$ cat config.mk
export PLATFORM = sky130hd
export DESIGN_NAME = adcr_chip_config_regs
export DESIGN_NICKNAME = d
export VERILOG_FILES = /design/src/inc/adcr_pkg.sv /design/src/adcr_chip_config_regs.sv
export VERILOG_INCLUDE_DIRS = /design/src /design/src/inc
export SDC_FILE = /design/constraint.sdc
export NUM_CORES = 1
export LEC_CHECK = 0
export BUFFER_PORTS_ARGS = -buffer_cell sky130_fd_sc_hd__buf_2
export CAP_MARGIN = 20
export CORE_AREA = 2 2 82 84
export DETAILED_ROUTE_END_ITERATION = 10
export DIE_AREA = 0 0 84 86
export MAX_ROUTING_LAYER = met4
export PLACE_DENSITY_LB_ADDON = 0.05
export SYNTH_ARGS = -nofsm -noshare
export SYNTH_HDL_FRONTEND = slang
export SYNTH_SLANG_ARGS = --single-unit
$ cat constraint.sdc
create_clock -name clk -period 3.2 [get_ports clk]
set_input_delay 0.64 -clock clk [delete_from_list [all_inputs] [get_ports clk]]
set_output_delay 0.64 -clock clk [all_outputs]
set_load 0.005 [all_outputs]
$ cat src/inc/adcr_cfg.svh
// Contract
// RULE1: Two-bit power mode field, 00 is normal
// RULE2: Mode 10 stops datapath clocks, link stays on
// RULE3: Mode 11 stops clocks, resets datapath, link off
// RULE4: Core select bits gate next command, reset 1
// RULE5: Pair A/B gets command only when bit0 set
// RULE6: Pair select bit1 gates pair C/D likewise
// RULE7: Eight-bit scratch register, resets to 0x07
`ifndef ADCR_CFG_SVH
`define ADCR_CFG_SVH

// Register byte offsets
`define ADCR_OFS_POWER    16'h0002
`define ADCR_OFS_CATEGORY 16'h0003
`define ADCR_OFS_IDLOW    16'h0004
`define ADCR_OFS_RATE     16'h0006
`define ADCR_OFS_CORESEL  16'h0008
`define ADCR_OFS_PAIRSEL  16'h0009
`define ADCR_OFS_SCRATCH  16'h000a
`define ADCR_OFS_IFREV    16'h000b
`define ADCR_OFS_MAKERLO  16'h000c
`define ADCR_OFS_MAKERHI  16'h000d

// Field positions
`define ADCR_POWER_MSB    1
`define ADCR_POWER_LSB    0
`define ADCR_SEL_BIT_LO   0
`define ADCR_SEL_BIT_HI   1
`define ADCR_RATE_MSB     7
`define ADCR_RATE_LSB     4

// Reset values
`define ADCR_RST_POWER    2'h0
`define ADCR_RST_CORESEL  2'h3
`define ADCR_RST_PAIRSEL  2'h3
`define ADCR_RST_SCRATCH  8'h07
`define ADCR_RST_RDDATA   8'h00

`endif

$ cat src/inc/adcr_pkg.sv
package adcr_pkg;

   // Power mode codes as stored in the control field
   typedef enum logic [1:0] {
      PM_NORMAL   = 2'h0,
      PM_UNUSED   = 2'h1,
      PM_STANDBY  = 2'h2,
      PM_POWERDN  = 2'h3
   } adcr_pmode_t;

   // One register access from the serial engine
   typedef struct packed {
      logic        wr;
      logic        rd;
      logic [15:0] addr;
      logic [7:0]  wdata;
   } adcr_req_t;

   // Power controls toward the converter
   typedef struct packed {
      logic dpClkEn;
      logic dpReset;
      logic linkEn;
      logic outEn;
   } adcr_pwr_t;

endpackage

$ cat src/adcr_chip_config_regs.sv
`timescale 1ns/100ps
`include "adcr_cfg.svh"

module adcr_chip_config_regs #(
   parameter logic [7:0] CATEGORY   = 8'h11, // Arbitrary value
   parameter logic [7:0] ID_LOW     = 8'h22, // Arbitrary value
   parameter logic [3:0] RATE_CLASS = 4'h9,  // Arbitrary value
   parameter logic [7:0] IF_REV     = 8'h33, // Arbitrary value
   parameter logic [7:0] MAKER_LO   = 8'h44, // Arbitrary value
   parameter logic [7:0] MAKER_HI   = 8'h55  // Arbitrary value
) (
   // Clock and reset
   input  wire logic              clk,
   input  wire logic              reset_n,
   // Register access from the serial engine
   input  wire adcr_pkg::adcr_req_t req,
   output logic [7:0]             rdData_r,
   output logic                   rdValid_r,
   // Power controls
   output adcr_pkg::adcr_pwr_t    pwr_r,
   output logic [1:0]             powerMode_r,
   // Command routing toward cores A, B, C, D (bit 0 is A)
   output logic [1:0]             coreSel_r,
   output logic [1:0]             pairSel_r,
   output logic [3:0]             coreRoute_r
);

   // Stored register state
   logic [7:0] scratch_r;

   // Address decode
   wire hitPower   = (req.addr == `ADCR_OFS_POWER);
   wire hitCat     = (req.addr == `ADCR_OFS_CATEGORY);
   wire hitIdLow   = (req.addr == `ADCR_OFS_IDLOW);
   wire hitRate    = (req.addr == `ADCR_OFS_RATE);
   wire hitCoreSel = (req.addr == `ADCR_OFS_CORESEL);
   wire hitPairSel = (req.addr == `ADCR_OFS_PAIRSEL);
   wire hitScratch = (req.addr == `ADCR_OFS_SCRATCH);
   wire hitIfRev   = (req.addr == `ADCR_OFS_IFREV);
   wire hitMakerLo = (req.addr == `ADCR_OFS_MAKERLO);
   wire hitMakerHi = (req.addr == `ADCR_OFS_MAKERHI);

   // Write strobes; read-only and unmapped writes are dropped
   wire wrPower   = req.wr & hitPower;
   wire wrCoreSel = req.wr & hitCoreSel;
   wire wrPairSel = req.wr & hitPairSel;
   wire wrScratch = req.wr & hitScratch;

   // Next values of writable fields
   wire [1:0] powerMode_nxt = wrPower ?
      req.wdata[`ADCR_POWER_MSB:`ADCR_POWER_LSB] : powerMode_r; // RULE1
   wire [1:0] coreSel_nxt = wrCoreSel ?
      req.wdata[`ADCR_SEL_BIT_HI:`ADCR_SEL_BIT_LO] : coreSel_r; // RULE4
   wire [1:0] pairSel_nxt = wrPairSel ?
      req.wdata[`ADCR_SEL_BIT_HI:`ADCR_SEL_BIT_LO] : pairSel_r; // RULE5
   wire [7:0] scratch_nxt = wrScratch ? req.wdata : scratch_r; // RULE7

   // Read mux; reserved bits and unmapped offsets read as zero
   logic [7:0] rdMux;
   always_comb begin
      rdMux = 8'h00;
      if (hitPower)
         rdMux = {6'h00, powerMode_r};
      else if (hitCat)
         rdMux = CATEGORY;
      else if (hitIdLow)
         rdMux = ID_LOW;
      else if (hitRate)
         rdMux = {RATE_CLASS, 4'h0};
      else if (hitCoreSel)
         rdMux = {6'h00, coreSel_r};
      else if (hitPairSel)
         rdMux = {6'h00, pairSel_r};
      else if (hitScratch)
         rdMux = scratch_r; // RULE7
      else if (hitIfRev)
         rdMux = IF_REV;
      else if (hitMakerLo)
         rdMux = MAKER_LO;
      else if (hitMakerHi)
         rdMux = MAKER_HI;
   end

   // Power mode decode; the unused code keeps full power so a
   // stray write never silently shuts the link down
   adcr_pkg::adcr_pwr_t pwr_nxt;
   always_comb begin
      case (adcr_pkg::adcr_pmode_t'(powerMode_nxt))
         adcr_pkg::PM_NORMAL: begin
            pwr_nxt = '{dpClkEn: 1'b1, dpReset: 1'b0,
                        linkEn: 1'b1, outEn: 1'b1}; // RULE1
         end
         adcr_pkg::PM_STANDBY: begin
            pwr_nxt = '{dpClkEn: 1'b0, dpReset: 1'b0,
                        linkEn: 1'b1, outEn: 1'b1}; // RULE2
         end
         adcr_pkg::PM_POWERDN: begin
            pwr_nxt = '{dpClkEn: 1'b0, dpReset: 1'b1,
                        linkEn: 1'b0, outEn: 1'b0}; // RULE3
         end
         default: begin
            pwr_nxt = '{dpClkEn: 1'b1, dpReset: 1'b0,
                        linkEn: 1'b1, outEn: 1'b1};
         end
      endcase
   end

   // Core route: a core takes the command only if both its
   // channel bit and its pair bit are set
   wire [3:0] coreRoute_nxt = {
      pairSel_nxt[1] & coreSel_nxt[1],  // D
      pairSel_nxt[1] & coreSel_nxt[0],  // C, RULE6
      pairSel_nxt[0] & coreSel_nxt[1],  // B
      pairSel_nxt[0] & coreSel_nxt[0]   // A, RULE5 RULE4
   };

   // Control registers
   always_ff @(posedge clk or negedge reset_n) begin
      if (!reset_n) begin
         powerMode_r <= `ADCR_RST_POWER;
         coreSel_r   <= `ADCR_RST_CORESEL;
         pairSel_r   <= `ADCR_RST_PAIRSEL;
         scratch_r   <= `ADCR_RST_SCRATCH;
      end else begin
         powerMode_r <= powerMode_nxt;
         coreSel_r   <= coreSel_nxt;
         pairSel_r   <= pairSel_nxt; // RULE6
         scratch_r   <= scratch_nxt;
      end
   end

   // Derived outputs, registered so they follow the field at once
   always_ff @(posedge clk or negedge reset_n) begin
      if (!reset_n) begin
         pwr_r       <= '{dpClkEn: 1'b1, dpReset: 1'b0,
                          linkEn: 1'b1, outEn: 1'b1};
         coreRoute_r <= 4'hf;
      end else begin
         pwr_r       <= pwr_nxt; // RULE2 RULE3
         coreRoute_r <= coreRoute_nxt; // RULE4
      end
   end

   // Read answer one cycle after the request
   always_ff @(posedge clk or negedge reset_n) begin
      if (!reset_n) begin
         rdData_r  <= `ADCR_RST_RDDATA;
         rdValid_r <= 1'b0;
      end else begin
         rdValid_r <= req.rd;
         if (req.rd)
            rdData_r <= rdMux;
      end
   end

endmodule

==> out/metrics.yaml <==
post_cts_buffers: 0
io_buffer_count: 50
insertion_delay_ns: 0.29
grt_pass1_vias: 1272
swShare_pct: 24.3
synthFlopType: "dfrtp_1"
die_area_mm2: 0.00722
cp.required_ns: 3.37
synthXorXnorAreaFrac_pct: 0
fin_cells: 266
dr_wl_met2_mm: 1.95
layout.nets: 216
htree_levels: 2
synth_edf_count: 0
avgSynthCellArea_um2: 10.9
route.vias.total: 1283
final_max_slew_viol_count: 0
yosysMostFrequentCell: "dfrtp_1"
setup_tns_ns: 0
drive_gt1_share_pct: 45.5
cts_tree: "yes"
cts_resized: 0
antenna_found_initial: 0
clock-sinks: 30
synth_compound_area_share_pct: 12.8
gp_congestion: 0.764
final_core_util_pct: 30.5
grt_setup_unrepaired: "false"
design_area_mm2: 0.00192
ant_nets: 0
dp_cells: 258
path_class: "input pin to flop"
min_path_type: "input pin to asynchronous set/reset pin"
drcViolationCount: 0
cp_data_arrival_time_ns: 2.40
yosysTopAreaCell: "dfrtp_1"
seq_area_um2: 767
clk_pin_slew_worst_paths_ns: 0.07
cp_cell_sequence: "buf_2 > nor4_1 > and3_1 > and3_1 > mux2_2"
chipHeight_um: 86
ir_worst_vdd_uv: 180
synth_nets: 168
power_density_mw_per_mm2: 399
switchingPower_w: 0.000185
synth-seq-cells: 30
drt-met1-wl_mm: 1.84
firstDrtPassIters: 4
fillCellCount: 668
synth.top_cells.by_area: "dfrtp_1 28%, dfstp_2 22%, mux2_2 7.3%"
area_growth_pct: 25.1
cap_violations: 0
p_int_w: 0.000579
clockPowerShare_pct: 41.9
io_pins: 51
status: "complete, no violations"
p_leak_nw: 0.884
fp-row-count: 29
antenna_cells: 0
yosysSeqAreaShare_pct: 50.0
fmax_mhz: 449
yosysTopAreaCellShare_pct: 27.8
crit_path_end_kind: "flop"
start_util_pct: 24.4
min_period_ns: 2.23
grt_max_degree: 31
wirelength_mm: 4.15
finalSetupViolations: 0
die_x_um: 84
highest_layer: "met4"
synthCells: 140
clockBufferDepth: 2
yosysUniqueCellTypes: 38
first_iter_violations: 78
combPwrFrac_pct: 8.3
period_share_pct: 69.7
muxShareOfSynthArea_pct: 12.9
power_frac_seq_pct: 49.8
fin_skew_ns: 0.00618
synth-adder-area-share_pct: 0
async_flop_share_pct: 100
place_area_mm2: 0.00183
hpwlAfterDp_mm: 2.99
synth_top_family_by_area: "simple AND/OR/NAND/NOR gates"
grt-ovfl-total: 0
worst_pin_slew_ns: 0.675
cts_buffers: 5
detail_route.wl_per_cell_um: 15.6
via_per_inst: 4.82
synth_simple_gate_area_share_pct: 19.1
worstPathMaxFanout: 8
yosys_warnings: 0
multiInputGateArea_um2: 687
whs_ns: 0.389
cpPeakStageDelay_ns: 0.45
wl_met3_um: 278
syn_area_mm2: 0.00153
root_buffer: "clkbuf_8"
hold_viol_final: 0
grt_pass1_wl_mm: 6.67
cpMostUsedCell: "and3_1"
startpoint_type: "input pin"
grt_usage_pct: 12.2
maxSlewHeadroom_pct: 55.0
netlist_top_cells_count: "17 x dfrtp_1, 13 x dfstp_2, 10 x mux2_2, 10 x nand2_1"
core_mm2: 0.00628
ctsHoldBuffers: 0
cp_slowest_cell: "and3_1"
[sequential cells by signal, summed over array words and instances (netlist names)]
| register | flops |
|---|---|
| rdValid_r | 1 |
| scratch_r | 8 |
| pairSel_r | 2 |
| powerMode_r | 2 |
| pwr_r | 3 |
| coreRoute_r | 4 |
| rdData_r | 8 |
| coreSel_r | 2 |
[layout by cell type, fill, tap and decap left out, drive strengths merged, types with 2 or more instances in the layout]
cell type	netlist	final
mux2i	4	4
a31oi	5	5
a21o	2	2
dfstp	13	13
or3	2	2
buf	4	51
nand4	6	6
nor2b	5	5
a21oi	4	4
nor3b	4	4
o21ai	5	5
nor3	4	4
nor2	5	5
a31o	2	2
nand2	10	10
nor4	3	3
dfrtp	17	17
mux2	13	13
clkbuf	6	8
a22oi	2	2
o31ai	2	2
and3	3	3
nand2b	3	3
inv	5	5
[logic make-up after synthesis]
kind of cell,after synthesis
AO/OA/AOI/OAI,29
AND/OR/NAND/NOR,49
multiplexers,17
flip-flops,30
buffers and inverters,15
[power groups by stage]
stage,Combinational (W),Sequential [W],Clock [W]
finish,0.0000632,0.000381,0.000320
global route,0.0000712,0.000381,0.000344
CTS,0.0000643,0.000381,0.000332
detailed placement,0.0000641,0.000387,0
global placement,0.0000643,0.000387,0
floorplan,0.0000253,0.000388,0
[area by class of cell]
class,count,area share [%]
sequential,30,40.0
inverter,5,0.979
timing repair buffer,51,13.4
multi-input combinational,95,35.8
clock buffer,8,4.70
tap,77,5.03
[metal layers]
metal | global-route usage (%) | vias up
li1 | - | 604
met1 | 15.3 | 621
met2 | 18.5 | 50
met3 | 3.95 | 8
met4 | 4.69 | 0
met5 | - | -
[metrics by stage]
step	setup WS, ns	power (W)
floorplan	1.07	0.000413
global placement	0.729	0.000452
detailed placement	0.624	0.000451
CTS	0.929	0.000777
global route	0.671	0.000796
finish	0.971	0.000764
[worst max-delay path, delay by kind of cell]
kind / cells / cell delay [ns]
buffers and inverters: 1 / 0.09
muxes: 1 / 0.39
and+or+nand+nor: 3 / 1.28
[path summary, 6_finish.rpt]
| path | from | to | slack [ns] | cells after the start |
|---|---|---|---|---|
| setup / recovery | req[23] | scratch_r[6] | 0.97 | 5 |
| max in group asynchronous | reset_n | scratch_r[4] | 2.38 | 1 |
| hold / removal | reset_n | rdData_r[4] | 0.39 | 1 |
| hold reg to reg | rdData_r[7] | rdData_r[7] | 0.51 | 1 |
| min in group clk | rdData_r[7] | rdData_r[7] | 0.51 | 1 |
| setup reg to reg | coreSel_r[1] | rdData_r[1] | 1.89 | 4 |
No activity file was read; power rests on OpenSTA's default activity.
